--- config.mk ---
export PLATFORM = sky130hd
export DESIGN_NAME = nfh_host
export DESIGN_NICKNAME = d
export VERILOG_FILES = /design/src/design/nfh_timer.v /design/src/design/nfh_host.v
export VERILOG_INCLUDE_DIRS = /design/src /design/src/design
export SDC_FILE = /design/constraint.sdc
export NUM_CORES = 1
export LEC_CHECK = 0
export BUFFER_PORTS_ARGS = -buffer_cell sky130_fd_sc_hd__buf_2
export CAP_MARGIN = 0
export CORE_MARGIN = 5
export CORE_UTILIZATION = 54
export DETAILED_ROUTE_END_ITERATION = 10
export PLACE_DENSITY_LB_ADDON = 0.05
export SYNTH_ARGS = -nofsm -noshare
export SYNTH_HDL_FRONTEND = slang
export SYNTH_SLANG_ARGS = --single-unit
--- constraint.sdc ---
create_clock -name clk -period 3.6 [get_ports clk]
set_clock_uncertainty 0.15 [all_clocks]
set_input_delay 0.9 -clock clk [delete_from_list [all_inputs] [get_ports clk]]
set_output_delay 0.9 -clock clk [all_outputs]
set_load 0.02 [all_outputs]
--- src/design/nfh_consts.vh ---
`ifndef NFH_CONSTS_VH
`define NFH_CONSTS_VH
// ************************************************************
// Clock and timing figures for the flash host.
// ************************************************************
`define NFH_CLK_PERIOD_NS 100
// Full address or select access delay, in ns.
`define NFH_FULL_ACCESS_NS 90
// In-page access delay, in ns.
`define NFH_PAGE_ACCESS_NS 25
// Write-enable low width and high width, in ns.
`define NFH_WE_LOW_NS 100
`define NFH_WE_HIGH_NS 100
// Hardware reset pulse width and recovery before the first access, in ns.
`define NFH_RST_PULSE_NS 500
`define NFH_RST_RECOVER_NS 200
// Least delays round up to whole cycles, never below one.
`define NFH_CEIL_CYC(ns) ((((ns) + `NFH_CLK_PERIOD_NS - 1) / `NFH_CLK_PERIOD_NS) < 1 ? 1 : \
  (((ns) + `NFH_CLK_PERIOD_NS - 1) / `NFH_CLK_PERIOD_NS))
`define NFH_FULL_ACCESS_CYC `NFH_CEIL_CYC(`NFH_FULL_ACCESS_NS)
`define NFH_PAGE_ACCESS_CYC `NFH_CEIL_CYC(`NFH_PAGE_ACCESS_NS)
`define NFH_WE_LOW_CYC `NFH_CEIL_CYC(`NFH_WE_LOW_NS)
`define NFH_WE_HIGH_CYC `NFH_CEIL_CYC(`NFH_WE_HIGH_NS)
`define NFH_RST_PULSE_CYC `NFH_CEIL_CYC(`NFH_RST_PULSE_NS)
`define NFH_RST_RECOVER_CYC `NFH_CEIL_CYC(`NFH_RST_RECOVER_NS)
// Two synchroniser stages sit between the data pins and the capture.
`define NFH_SYNC_CYC 2
// ************************************************************
// Command codes on the user port.
// ************************************************************
`define NFH_OP_READ 2'h0
`define NFH_OP_WRITE 2'h1
`define NFH_OP_RESET 2'h2
// ************************************************************
// Field widths and positions.
// ************************************************************
`define NFH_TIMER_W 8
`define NFH_LSB_BYTE_ADDRESS_BIT 15
`define NFH_ADDR_MSB 21
`endif

--- src/design/nfh_timer.v ---
`timescale 1ns/1ps
`default_nettype none
`include "nfh_consts.vh"
// ************************************************************
// Down counter that times each phase of a flash cycle.
// ************************************************************
module nfh_timer (
  input wire clk,
  input wire arst_n,
  input wire load,
  input wire [`NFH_TIMER_W-1:0] load_val,
  output wire done
);
  // Power-up load value; the 32-bit form is cut to the counter width on purpose.
  localparam [31:0] RST_INIT_W32 = `NFH_RST_PULSE_CYC;

  reg [`NFH_TIMER_W-1:0] count_reg;

  // The counter starts loaded with the reset pulse width, so the flash reset begins at power-up.
  always @(posedge clk or negedge arst_n) begin
    if (!arst_n) begin
      count_reg <= RST_INIT_W32[`NFH_TIMER_W-1:0];
    end else if (load) begin
      count_reg <= load_val;
    end else if (count_reg != {`NFH_TIMER_W{1'b0}}) begin
      count_reg <= count_reg - 1'b1;
    end
  end

  // Done depends on the count alone, so a caller may load from done without a loop.
  assign done = (count_reg == {`NFH_TIMER_W{1'b0}}); // Done once the phase has elapsed.
endmodule // nfh_timer
`default_nettype wire

--- src/design/nfh_host.v ---
`timescale 1ns/1ps
`default_nettype none
`include "nfh_consts.vh"
module nfh_host (
  input wire clk,
  input wire arst_n,
  input wire cmd_valid,
  output wire cmd_ready,
  input wire [1:0] cmd_op,
  input wire [22:0] cmd_addr,
  input wire [15:0] cmd_wdata,
  output reg rsp_valid_reg,
  output reg [15:0] rsp_rdata_reg,
  input wire byte_mode,
  input wire standby_req,
  input wire accel_req,
  input wire protect_level,
  output reg flash_ce_n_reg,
  output reg flash_oe_n_reg,
  output reg flash_we_n_reg,
  output reg flash_reset_n_reg,
  output reg flash_byte_n_reg,
  output reg [21:0] flash_addr_reg,
  input wire [15:0] flash_dq_in,
  output reg [15:0] flash_dq_out_reg,
  output reg [15:0] flash_dq_oe_reg,
  output reg protect_drive_reg,
  output reg high_voltage_en_reg
);
  // ************************************************************
  // States of the cycle sequencer.
  // ************************************************************
  localparam [2:0] ST_IDLE = 3'h0;
  localparam [2:0] ST_RD_WAIT = 3'h1;
  localparam [2:0] ST_WR_SETUP = 3'h2;
  localparam [2:0] ST_WR_LOW = 3'h3;
  localparam [2:0] ST_WR_HIGH = 3'h4;
  localparam [2:0] ST_RST_LOW = 3'h5;
  localparam [2:0] ST_RST_RECOVER = 3'h6;

  // Phase lengths in cycles; the 32-bit forms are cut to the timer width on purpose.
  localparam [31:0] FULL_RD_W32 = `NFH_FULL_ACCESS_CYC + `NFH_SYNC_CYC;
  localparam [31:0] PAGE_RD_W32 = `NFH_PAGE_ACCESS_CYC + `NFH_SYNC_CYC;
  localparam [31:0] WE_LOW_W32 = `NFH_WE_LOW_CYC;
  localparam [31:0] WE_HIGH_W32 = `NFH_WE_HIGH_CYC;
  localparam [31:0] RST_LOW_W32 = `NFH_RST_PULSE_CYC;
  localparam [31:0] RST_RECOVER_W32 = `NFH_RST_RECOVER_CYC;
  localparam [`NFH_TIMER_W-1:0] FULL_RD_CYC = FULL_RD_W32[`NFH_TIMER_W-1:0];
  localparam [`NFH_TIMER_W-1:0] PAGE_RD_CYC = PAGE_RD_W32[`NFH_TIMER_W-1:0];
  localparam [`NFH_TIMER_W-1:0] WE_LOW_CYC = WE_LOW_W32[`NFH_TIMER_W-1:0];
  localparam [`NFH_TIMER_W-1:0] WE_HIGH_CYC = WE_HIGH_W32[`NFH_TIMER_W-1:0];
  localparam [`NFH_TIMER_W-1:0] RST_LOW_CYC = RST_LOW_W32[`NFH_TIMER_W-1:0];
  localparam [`NFH_TIMER_W-1:0] RST_RECOVER_CYC = RST_RECOVER_W32[`NFH_TIMER_W-1:0];

  reg [2:0] state_reg;
  reg page_valid_reg;
  reg [19:0] page_tag_reg;
  reg [15:0] dq_meta_reg;
  reg [15:0] dq_sync_reg;
  reg timer_load;
  reg [`NFH_TIMER_W-1:0] timer_val;
  wire timer_done;
  wire is_read;
  wire take;
  wire same_page;

  // ************************************************************
  // Address helpers.
  // ************************************************************

  // Page number: word address bits 21..2, or byte address bits 22..3.
  function [19:0] page_of;
    input [22:0] addr;
    input byte_sel;
    begin
      page_of = byte_sel ? addr[22:3] : addr[21:2];
    end
  endfunction

  // Pin address: in byte mode the lowest byte address bit leaves for line fifteen.
  function [21:0] pin_addr_of;
    input [22:0] addr;
    input byte_sel;
    begin
      pin_addr_of = byte_sel ? addr[22:1] : addr[21:0];
    end
  endfunction

  // ************************************************************
  // Request acceptance.
  // ************************************************************

  // Reads are held off while high voltage is requested, so it only meets program cycles.
  assign is_read = (cmd_op == `NFH_OP_READ);
  assign cmd_ready = (state_reg == ST_IDLE) && !(is_read && accel_req);
  assign take = cmd_valid && cmd_ready;
  // A same-page hit needs select still low, unchanged width and an unchanged page.
  assign same_page = page_valid_reg && !flash_ce_n_reg &&
    (flash_byte_n_reg == !byte_mode) &&
    (page_tag_reg == page_of(cmd_addr, byte_mode));

  // Data pins are outside the clock domain and pass two flip-flops before use.
  always @(posedge clk or negedge arst_n) begin
    if (!arst_n) begin
      dq_meta_reg <= 16'h0000;
      dq_sync_reg <= 16'h0000;
    end else begin
      dq_meta_reg <= flash_dq_in;
      dq_sync_reg <= dq_meta_reg;
    end
  end

  // Phase timer shared by reads, writes and the reset pulse.
  nfh_timer u_timer (
    .clk(clk),
    .arst_n(arst_n),
    .load(timer_load),
    .load_val(timer_val),
    .done(timer_done)
  );

  // Selects which delay the next phase waits for.
  always @* begin
    timer_load = 1'b0;
    timer_val = {`NFH_TIMER_W{1'b0}};
    case (state_reg)
      ST_IDLE: begin
        if (take) begin
          timer_load = 1'b1;
          case (cmd_op)
            `NFH_OP_READ: timer_val = same_page ? PAGE_RD_CYC : FULL_RD_CYC;
            `NFH_OP_RESET: timer_val = RST_LOW_CYC;
            default: timer_val = {`NFH_TIMER_W{1'b0}};
          endcase
        end
      end
      ST_WR_SETUP: begin
        timer_load = 1'b1;
        timer_val = WE_LOW_CYC;
      end
      ST_WR_LOW: begin
        timer_load = timer_done;
        timer_val = WE_HIGH_CYC;
      end
      ST_RST_LOW: begin
        timer_load = timer_done;
        timer_val = RST_RECOVER_CYC;
      end
      default: begin
        timer_load = 1'b0;
      end
    endcase
  end

  // ************************************************************
  // Cycle sequencer and pin drivers.
  // ************************************************************

  // The flash is held in reset while the host is; a reset pulse then runs at release.
  always @(posedge clk or negedge arst_n) begin
    if (!arst_n) begin
      state_reg <= ST_RST_LOW;
      page_valid_reg <= 1'b0;
      page_tag_reg <= 20'h00000;
      rsp_valid_reg <= 1'b0;
      rsp_rdata_reg <= 16'h0000;
      flash_ce_n_reg <= 1'b1;
      flash_oe_n_reg <= 1'b1;
      flash_we_n_reg <= 1'b1;
      flash_reset_n_reg <= 1'b0;
      flash_byte_n_reg <= 1'b1;
      flash_addr_reg <= 22'h000000;
      flash_dq_out_reg <= 16'h0000;
      flash_dq_oe_reg <= 16'h0000;
      protect_drive_reg <= 1'b0;
      high_voltage_en_reg <= 1'b0;
    end else begin
      rsp_valid_reg <= 1'b0;
      protect_drive_reg <= protect_level;
      case (state_reg)
        ST_IDLE: begin
          // Standby deselects; otherwise select stays low after a read for page hits.
          flash_oe_n_reg <= 1'b1;
          flash_we_n_reg <= 1'b1;
          flash_dq_oe_reg <= 16'h0000;
          high_voltage_en_reg <= accel_req;
          if (standby_req || !page_valid_reg) begin
            flash_ce_n_reg <= 1'b1;
            page_valid_reg <= 1'b0;
          end
          if (take) begin
            flash_byte_n_reg <= !byte_mode;
            flash_addr_reg <= pin_addr_of(cmd_addr, byte_mode);
            flash_dq_out_reg <= cmd_wdata;
            if (byte_mode) begin
              flash_dq_out_reg[`NFH_LSB_BYTE_ADDRESS_BIT] <= cmd_addr[0];
            end
            case (cmd_op)
              `NFH_OP_READ: begin
                flash_ce_n_reg <= 1'b0;
                flash_oe_n_reg <= 1'b0;
                flash_dq_oe_reg <= {byte_mode, 15'h0000};
                page_valid_reg <= 1'b1;
                page_tag_reg <= page_of(cmd_addr, byte_mode);
                state_reg <= ST_RD_WAIT;
              end
              `NFH_OP_WRITE: begin
                flash_ce_n_reg <= 1'b1;
                page_valid_reg <= 1'b0;
                state_reg <= ST_WR_SETUP;
              end
              `NFH_OP_RESET: begin
                flash_ce_n_reg <= 1'b1;
                flash_reset_n_reg <= 1'b0;
                page_valid_reg <= 1'b0;
                high_voltage_en_reg <= 1'b0;
                state_reg <= ST_RST_LOW;
              end
              default: begin
                state_reg <= ST_IDLE;
              end
            endcase
          end
        end
        ST_RD_WAIT: begin
          // Capture once access time plus synchroniser delay has elapsed.
          if (timer_done) begin
            rsp_rdata_reg <= !flash_byte_n_reg ? {8'h00, dq_sync_reg[7:0]} : dq_sync_reg;
            rsp_valid_reg <= 1'b1;
            flash_oe_n_reg <= 1'b1;
            flash_dq_oe_reg <= 16'h0000;
            state_reg <= ST_IDLE;
          end
        end
        ST_WR_SETUP: begin
          // Address and data settle with output enable high before write enable falls.
          flash_ce_n_reg <= 1'b0;
          flash_oe_n_reg <= 1'b1;
          flash_dq_oe_reg <= flash_byte_n_reg ? 16'hFFFF : 16'h80FF;
          state_reg <= ST_WR_LOW;
        end
        ST_WR_LOW: begin
          flash_we_n_reg <= timer_done;
          if (timer_done) begin
            state_reg <= ST_WR_HIGH;
          end
        end
        ST_WR_HIGH: begin
          // Data is held through the high phase, then the device is released.
          if (timer_done) begin
            flash_ce_n_reg <= 1'b1;
            flash_dq_oe_reg <= 16'h0000;
            state_reg <= ST_IDLE;
          end
        end
        ST_RST_LOW: begin
          if (timer_done) begin
            flash_reset_n_reg <= 1'b1;
            state_reg <= ST_RST_RECOVER;
          end
        end
        ST_RST_RECOVER: begin
          if (timer_done) begin
            state_reg <= ST_IDLE;
          end
        end
        default: begin
          state_reg <= ST_IDLE;
        end
      endcase
    end
  end
endmodule // nfh_host
`default_nettype wire

==> results.cfg, run 1 <==
[outcome]
status = finished clean

[global_route]
antenna_found_initial = 0
grt_pass1_vias = 3234
grt_use_total_pct = 19.5
grt_start_max_net_pins = 60
grt_pass1_wl_um = 15600
overflow = 0

[min_path]
hp-class = reg2reg
min_to = dq_sync_reg[14]
hold_depth = 0
hold_start = dq_meta_reg[14]

[pwr]
intPower_mw = 2.79
leakagePower_nw = 2.66
vdd_ir_drop_max_v = 0.000473
switching_share_pct = 41.4
power_frac_clock_pct = 15.9
p_per_area_nw_per_um2 = 882
power_switching_mw = 1.97
comb_power_share_pct = 42.4
power_frac_seq_pct = 41.7

[route]
routed-via-count = 3105
wl_per_cell_um = 15.4
routed_wl_um = 9380
drtIter0Drc = 95
via_per_inst = 5.12
firstDrtPassIters = 4
drcViolationCount = 0
final_antenna_net_count = 0

[clock_tree]
cts_max_level = 3
clkSinkCount = 109
cts-buffers-inserted = 9
cts-resized-gates = 0
cts.clk_slew.worst_paths_ps = 100
cts_tree = done
holdBufCountCts = 0
cts_root_buffer = clkbuf_8
clk_path_buf_depth = 2
post_cts_buffers = 0
worstSkewPairLatency_ps = 360

[floorplanning]
die_w_um = 101
core_area_um2 = 8130
die_h_um = 101
dieArea_um2 = 10200
row_count = 33
start_util_pct = 54.9
io_pins = 143

[critical_path]
worstReg2RegStart = u_timer.count_reg[0]
cp.required_ps = 2550
path_class = reg2out
r2r_setup_slack_ps = 1070
critPathLaunchType = flip-flop
path_max_fanout = 14
end_kind = output port
ff2ff_path_depth = 6
r2r-end = u_timer.count_reg[1]
arrival_ps = 1700

[synthesis]
synthTopCellsByArea = dfrtp_1 (57%), mux2i_1 (6.7%), mux2_2 (5.0%)
synth-async-reset-ratio_pct = 100
yosysWarnings = 0
yosys.area.top_type = dfrtp_1
ys.flop_type = dfrtp_1
yosysSeqAreaShare_pct = 61.3
synth.avg_cell_area_um2 = 12.0
synth_edf_count = 0
netlist.area_leader.share_pct = 56.6
synthCells = 373
netlist_area_um2 = 4470
ys_seq_elements = 109
ys_types = 47
synth_nets = 444

[cells_and_area]
area_growth_syn_to_layout_pct = 20.6
fin_area_um2 = 5390
num_antenna_cells = 0
nFillCells = 663
nets = 569
layout-drive-gt1-share_pct = 39.8
largest_register_ffs = 22

[timing]
relSlewSlack_pct = 56.8
min_period_ps = 2750
hold_viol = 0
report.final.slew_viol_count = 0
setup-tns-final_ps = 0
rsz0062_at_grt = false
tightest_slew_ps = 648
clock.fmax_ghz = 0.364
setup_viol = 0
min_period_over_period_pct = 76.3

[placement]
numPortBuffers = 142
place_area_um2 = 5190
dp_hpwl_um = 6930
gp_routability_congestion = 0.857

[run]
maxCapViolCount = 0
-- synthesized netlist by cell type, types with 2 or more instances --
library cell / n
o21ai_0: 15
clkbuf_1: 12
or3_1: 2
a211oi_1: 4
a221oi_1: 2
a32o_1: 2
nand3_1: 3
dfstp_2: 8
mux2_4: 3
nor3_1: 4
or4_4: 2
nor3b_1: 2
buf_4: 13
mux2_2: 20
buf_6: 2
buf_1: 2
a21oi_1: 34
nor2_1: 41
ha_1: 7
inv_1: 9
nand2_1: 26
xor2_1: 2
buf_2: 3
mux2i_1: 30
nand2b_1: 3
dfrtp_1: 101
-- layout make-up --
type,instances,area [um2],area share [%]
Timing Repair Buffer,146,768,14.3
Multi-Input combinational cell,223,1520,28.2
Tap cell,105,131,2.44
Clock inverter,6,77.6,1.44
Inverter,9,33.8,0.627
Sequential cell,109,2740,50.8
Clock buffer,9,124,2.30
-- worst max-delay path by stage --
stage / start / end / slack (ps) / cells past startpoint
after floorplan: cmd_op[0] / cmd_ready / 970 / 3
after global placement: cmd_op[0] / flash_addr_reg[9] / 840 / 9
after detailed placement: cmd_op[0] / flash_addr_reg[10] / 740 / 9
after CTS: state_reg[1] / cmd_ready / 830 / 3
after global routing: state_reg[1] / cmd_ready / 750 / 3
final: state_reg[1] / cmd_ready / 850 / 3
-- power groups by stage --
| stage | Sequential [mW] | Clock (mW) | Combinational (mW) |
|---|---|---|---|
| 2_1_floorplan | 2.34 | 0 | 1.08 |
| 3_3_place_gp | 1.99 | 0 | 2.00 |
| 3_5_place_dp | 2.00 | 0 | 2.04 |
| 4_1_cts | 1.99 | 0.776 | 2.05 |
| 5_1_grt | 2.06 | 0.825 | 2.21 |
| 6_report | 1.98 | 0.755 | 2.02 |
-- layer usage --
layer,share of wire (%),global-route usage (%),vias to the layer above,wire length (um)
met5,0,0,-,0
met4,0.65,5.83,0,61
met3,8.9,5.81,4,834
met2,47,30.7,99,4430
met1,43,26.2,1490,4050
li1,-,-,1512,-
-- placed cells by master, fill, tap and decap left out, types with 2 or more instances in the layout --
| cell | instances |
|---|---|
| or3_1 | 2 |
| mux2_4 | 3 |
| a21oi_1 | 34 |
| buf_12 | 2 |
| o21ai_0 | 15 |
| inv_1 | 9 |
| mux2_2 | 20 |
| inv_8 | 2 |
| nand2_1 | 26 |
| dfstp_2 | 8 |
| buf_2 | 141 |
| a211oi_1 | 4 |
| or4_4 | 2 |
| xor2_1 | 2 |
| mux2i_1 | 30 |
| nand2b_1 | 3 |
| a221oi_1 | 2 |
| dfrtp_1 | 101 |
| clkbuf_8 | 9 |
| nor3_1 | 4 |
| buf_4 | 3 |
| nand3_1 | 3 |
| ha_1 | 7 |
| a32o_1 | 2 |
| nor3b_1 | 2 |
| nor2_1 | 40 |
-- cell families (layout without fill, tap and decap cells) --
logic type / Yosys count / in the layout / synth area share [%]
buffers and inverters: 41 / 170 / 4.95
flip-flops: 109 / 109 / 61.3
multiplexers: 53 / 53 / 12.8
adder cells (fa/ha/maj): 8 / 8 / 2.18
XOR/XNOR: 3 / 3 / 0.588
AND/OR/NAND/NOR: 88 / 88 / 8.71
AO/OA/AOI/OAI: 71 / 71 / 9.55
-- metrics by stage --
step                      setup WS, ps  util [%]  hold slack [ps]  total power, mW  cells
final                              853      66.3              204             4.76    607
after global routing               749      66.3              211             5.09    607
after CTS                          826      66.3              204             4.81    607
after detailed placement           740      63.8              185             4.05    592
after global placement             837      63.8              182             3.99    592
after floorplan                    972         -              181             3.41    373
-- critical path, cell delays in order (launching register included) --
cell	delay, ps
dfrtp_1	540
or3_1	470
a21oi_1	150
buf_2	180
Power figures use the tool's default switching activity.
==> inputs of run 2 (changes only) <==
Settings changed: CORE_UTILIZATION 54 to 51.
Clock period 3.6 ns to 2.8 ns, I/O delays scaled along.
==> run 2 against run 1 <==
Sequential power rose by 29%; core utilization fell by 3.2 points; power is 28% higher; via count increased by 1.3%; sequential cell count stayed put; hold slack lost 11 ps; global-route usage shrank 1.7 points; clock-buffer cell count rose by 1; sequential share of layout area is 0.53 points lower; final area rose by 1.0%.
==> results.cfg, run 2 (synthesized netlist as in run 1, its figures left out) <==
[pwr]
p_per_area_nw_per_um2 = 1120
vdd_ir_drop_max_v = 0.000522
finalPower_mw = 6.11
leakagePower_nw = 2.69

[global_route]
use_met3_pct = 6.47
overflow = 0
grt_start_max_net_pins = 51
grt_pass1_vias = 3261
use_met2_pct = 27.1
antenna_found_initial = 0
met1_usage_pct = 23.5
grt_use_total_pct = 17.8
busiest_layer = met2
grt_pass1_wl_um = 15700

[timing]
setup_viol = 0
min_period_over_period_pct = 90.7
clock.fmax_ghz = 0.394
whs_ps = 193
setup-tns-final_ps = 0
rsz0062_at_grt = false
tightest_slew_ps = 621
min_period_ps = 2540
hold_viol = 0
setup_ws_ps = 260
relSlewSlack_pct = 58.6
report.final.slew_viol_count = 0

[critical_path]
r2r-end = rsp_rdata_reg[5]
path_class = reg2out
ff2ff_path_depth = 5
critPathMaxStageDelay_ps = 540
crit_path_top_delay_cell = dfrtp_1
worstReg2RegStart = u_timer.count_reg[0]
critPathBufInv = 1
r2r_setup_slack_ps = 340
end_kind = output port
cp_top_family = flip-flops
cp.required_ps = 1950
critical_path.startpoint = state_reg[1]
arrival_ps = 1690
path_max_fanout = 14
cp_cell_sequence = or3_1 -> a21oi_1 -> buf_2
critPathLaunchType = flip-flop

[route]
routed-via-count = 3145
drcViolationCount = 0
wl_per_cell_um = 15.2
via_per_inst = 5.09
routed_wl_um = 9390
drtIter0Drc = 88
firstDrtPassIters = 4
final_antenna_net_count = 0

[floorplanning]
die_h_um = 104
core_area_um2 = 8640
dieArea_um2 = 10700
io_pins = 143
row_count = 34
die_w_um = 104
start_util_pct = 51.8

[clock_tree]
cts_root_buffer = clkbuf_8
clk_path_buf_depth = 2
post_cts_buffers = 0
cts-buffers-inserted = 9
cts_max_level = 3
worstSkewPairLatency_ps = 360
cts.clk_slew.worst_paths_ps = 110
clkSinkCount = 109
holdBufCountCts = 0
cts_tree = done
cts-resized-gates = 0

[placement]
gp_routability_congestion = 0.831
pre_cts_ws_ps = 270
dp_hpwl_um = 6970
numPortBuffers = 142

[cells_and_area]
nFillCells = 722
final_common_cell = buf_2
num_antenna_cells = 0
area_growth_syn_to_layout_pct = 21.9
final_cell_mix = buf_2 (141), dfrtp_1 (101), nor2_1 (40)
ff_latch_area_um2 = 2740
multi_input_area_um2 = 1520
layout-drive-gt1-share_pct = 40.8
largest_register_ffs = 22
nets = 576

[min_path]
hp-class = in2async

[run]
maxCapViolCount = 0

[outcome]
status = finished clean
## run 2: final cells by class
| cell class | instances | share of cell area, % |
|---|---|---|
| clock inverters | 6 | 1.17 |
| inverters | 9 | 0.620 |
| well taps | 108 | 2.48 |
| flip-flops and latches | 109 | 50.3 |
| repair buffers | 153 | 15.1 |
| clock buffers | 10 | 2.53 |
| multi-input cells | 223 | 27.9 |
## run 2: routing by layer
layer | up-vias | wire length (um)
met4 | 0 | 103
met1 | 1502 | 4140
met2 | 96 | 4380
li1 | 1539 | -
met3 | 8 | 761
met5 | - | 0
## run 2: worst reg2reg max path: cells and delay by family (launching register included)
family        cells  cell delay [ps]
fa+ha+maj         1              220
buf+inv           1              100
flops             1              380
mux               1              350
simple gates      2             1160
## run 2: metrics by stage
stage	area [um2]	utilization [%]	cells
detailed placement	5250	60.7	602
CTS	5450	63.1	618
global placement	5250	60.7	602
floorplan	4470	-	373
finish	5450	63.1	618
global route	5450	63.1	618
## run 2: worst max-delay path by stage
stage                                endpoint  slack (ps)  cells after the start
after floorplan              rsp_rdata_reg[5]         390                      7
after global placement    flash_dq_out_reg[2]         340                      7
after detailed placement   flash_addr_reg[14]         270                      9
after CTS                           cmd_ready         250                      3
after global routing                cmd_ready         160                      3
final                               cmd_ready         260                      3
## run 2: report_power, final
part	leakage [nW]	internal, mW	switching [mW]
logic	1.31	1.03	1.58
registers	1.29	2.15	0.401
clock network	0.0997	0.373	0.571
total	2.69	3.55	2.55
==> inputs of run 3 (changes only) <==
Settings changed: ABC_AREA set to 1, CAP_MARGIN 0 to not set.
==> run 3 against run 2 <==
Final area is 1.3% higher; cell count is 20% higher; sequential cell count stayed put; first-iteration DRC count is 64% higher; setup slack better by 110 ps; power is 3.8% lower; register-to-register slack better by 330 ps; routed wire length is 4.0% higher; clock power is 6.6% lower; hold slack worse by 41 ps; die area is 3.4% higher; critical path depth is 4 higher.
==> results.cfg, run 3 <==
[synthesis]
synthTopCellsByArea = dfrtp_1 (54%), nand2_1 (15%), o21ai_0 (5.3%)
synthCells = 500
synth-async-reset-ratio_pct = 100
synth_nets = 571
yosysMostFrequentCell = nand2_1
netlist.area_leader.share_pct = 54.5
ys.flop_type = dfrtp_1
synth_edf_count = 0
netlist_area_um2 = 4640
yosys.area_share.simple_pct = 20.8
ys_types = 33
yosysSeqAreaShare_pct = 59.0
yosys.area.top_type = dfrtp_1
synth_compound_area_share_pct = 8.68
synth_top_family_by_area = simple AND/OR/NAND/NOR gates
yosys.area_share.adder_pct = 1.89
synth.avg_cell_area_um2 = 9.28
yosysWarnings = 0
synth_common_cells = nand2_1 (182), dfrtp_1 (101), o21ai_0 (49)
synth_xor_area_share_pct = 1.13
synthMuxAreaShare_pct = 0
ys_seq_elements = 109

[critical_path]
path_max_fanout = 4
r2r-end = rsp_rdata_reg[6]
cp.required_ps = 1950
critPathLaunchType = primary input
path_class = in2out
end_kind = output port
ff2ff_path_depth = 8
r2r_setup_slack_ps = 670
worstReg2RegStart = u_timer.count_reg[0]
arrival_ps = 1580
critical_path.startpoint = cmd_op[0]
critPathCapture = cmd_ready

[floorplanning]
start_util_pct = 52.7
io_pins = 143
dieArea_um2 = 11100
die_h_um = 105
core_area_um2 = 8810
die_w_um = 105
row_count = 34

[route]
firstDrtPassIters = 5
wl_per_cell_um = 13.2
via_per_inst = 4.87
routed-via-count = 3596
routed_wl_um = 9760
final_antenna_net_count = 0
drtIter0Drc = 144
drcViolationCount = 0

[timing]
relSlewSlack_pct = 53.0
report.final.slew_viol_count = 0
setup_viol = 0
min_period_ps = 2430
setup_ws_ps = 373
hold_viol = 0
clock.fmax_ghz = 0.412
min_period_over_period_pct = 86.7
setup-tns-final_ps = 0
tightest_slew_ps = 706
rsz0062_at_grt = false

[clock_tree]
worstSkewPairLatency_ps = 370
cts_max_level = 3
post_cts_buffers = 0
clk_path_buf_depth = 2
cts.clk_slew.worst_paths_ps = 100
holdBufCountCts = 0
cts_root_buffer = clkbuf_8
clkSinkCount = 109
cts-resized-gates = 0
cts-buffers-inserted = 9
cts_tree = done

[cells_and_area]
fin_util_pct = 62.7
final_common_cell = nand2_1
fin_area_um2 = 5520
nFillCells = 785
final_cell_mix = nand2_1 (182), buf_2 (141), dfrtp_1 (101)
num_antenna_cells = 0
nets = 698
layout-drive-gt1-share_pct = 30.4
area_growth_syn_to_layout_pct = 19.0
largest_register_ffs = 22

[placement]
numPortBuffers = 142
gp_routability_congestion = 0.878
pre_cts_ws_ps = 373
dp_hpwl_um = 7180
place_area_um2 = 5340

[min_path]
hp-class = in2async

[pwr]
leakagePower_nw = 3.06
finalPower_mw = 5.87
vdd_ir_drop_max_v = 0.000527
p_per_area_nw_per_um2 = 1060

[global_route]
grt_start_max_net_pins = 64
grt_use_total_pct = 18.5
overflow = 0
antenna_found_initial = 0
grt_pass1_vias = 3615
grt_pass1_wl_um = 16900

[run]
maxCapViolCount = 0

[outcome]
status = finished clean
-- run 3: cell count changes after synthesis, sizes merged, moves of 7 or more --
| cell | before | now |
|---|---|---|
| nand2 | 26 | 184 |
| o21ai | 16 | 61 |
| inv | 9 | 48 |
| mux2i | 30 | 0 |
| a21oi | 34 | 6 |
| mux2 | 23 | 0 |
| nor2 | 41 | 25 |
| nand3 | 3 | 11 |
| clkbuf | 12 | 5 |
-- run 3: metal layers --
metal | wire length (um) | GRT usage [%]
met1 | 4050 | 23.8
met2 | 4690 | 30.0
met3 | 877 | 6.11
met4 | 142 | 5.90
met5 | 0 | 0
-- run 3: area by class of cell --
type                    count  area [um2]  area share (%)
flip-flops and latches    109        2740            49.6
multi-input cells         313        1510            27.3
repair buffers            145         773            14.0
inverters                  49         184            3.33
well taps                 108         135            2.45
clock buffers               9         124            2.24
clock inverters             6        58.8            1.07
-- run 3: cells by family (layout without fill, tap and decap cells) --
| logic type | after synthesis | count (layout) |
|---|---|---|
| flip-flops | 109 | 109 |
| adder cells (fa/ha/maj) | 7 | 7 |
| XOR/XNOR | 6 | 6 |
| AO/OA/AOI/OAI | 71 | 71 |
| AND/OR/NAND/NOR | 229 | 229 |
| buffers and inverters | 78 | 209 |
-- run 3: stage by stage --
stage / hold WS, ps / instances
6_report: 152 / 739
5_1_grt: 176 / 739
4_1_cts: 159 / 739
3_5_place_dp: 185 / 724
3_3_place_gp: 181 / 724
2_1_floorplan: 181 / 500
-- run 3: how the worst min path moves through the flow --
stage,end,depth (start not counted)
2_1_floorplan,dq_sync_reg[0],0
3_3_place_gp,dq_sync_reg[10],0
3_5_place_dp,dq_sync_reg[4],0
4_1_cts,flash_addr_reg[18],1
5_1_grt,flash_addr_reg[7],1
6_report,flash_addr_reg[18],1
-- run 3: worst max-delay path, cell delays in order --
cell and delay, ps:
buf_2 110, inv_1 70, ha_1 250, nand2_1 140
inv_1 50, nor2_1 80, buf_2 170
-- run 3: where the power goes --
group	total (mW)	internal [mW]	switching, mW
sequential	2.46	2.12	0.338
clock	0.882	0.336	0.546
combinational	2.53	0.840	1.69
total	5.87	3.30	2.57
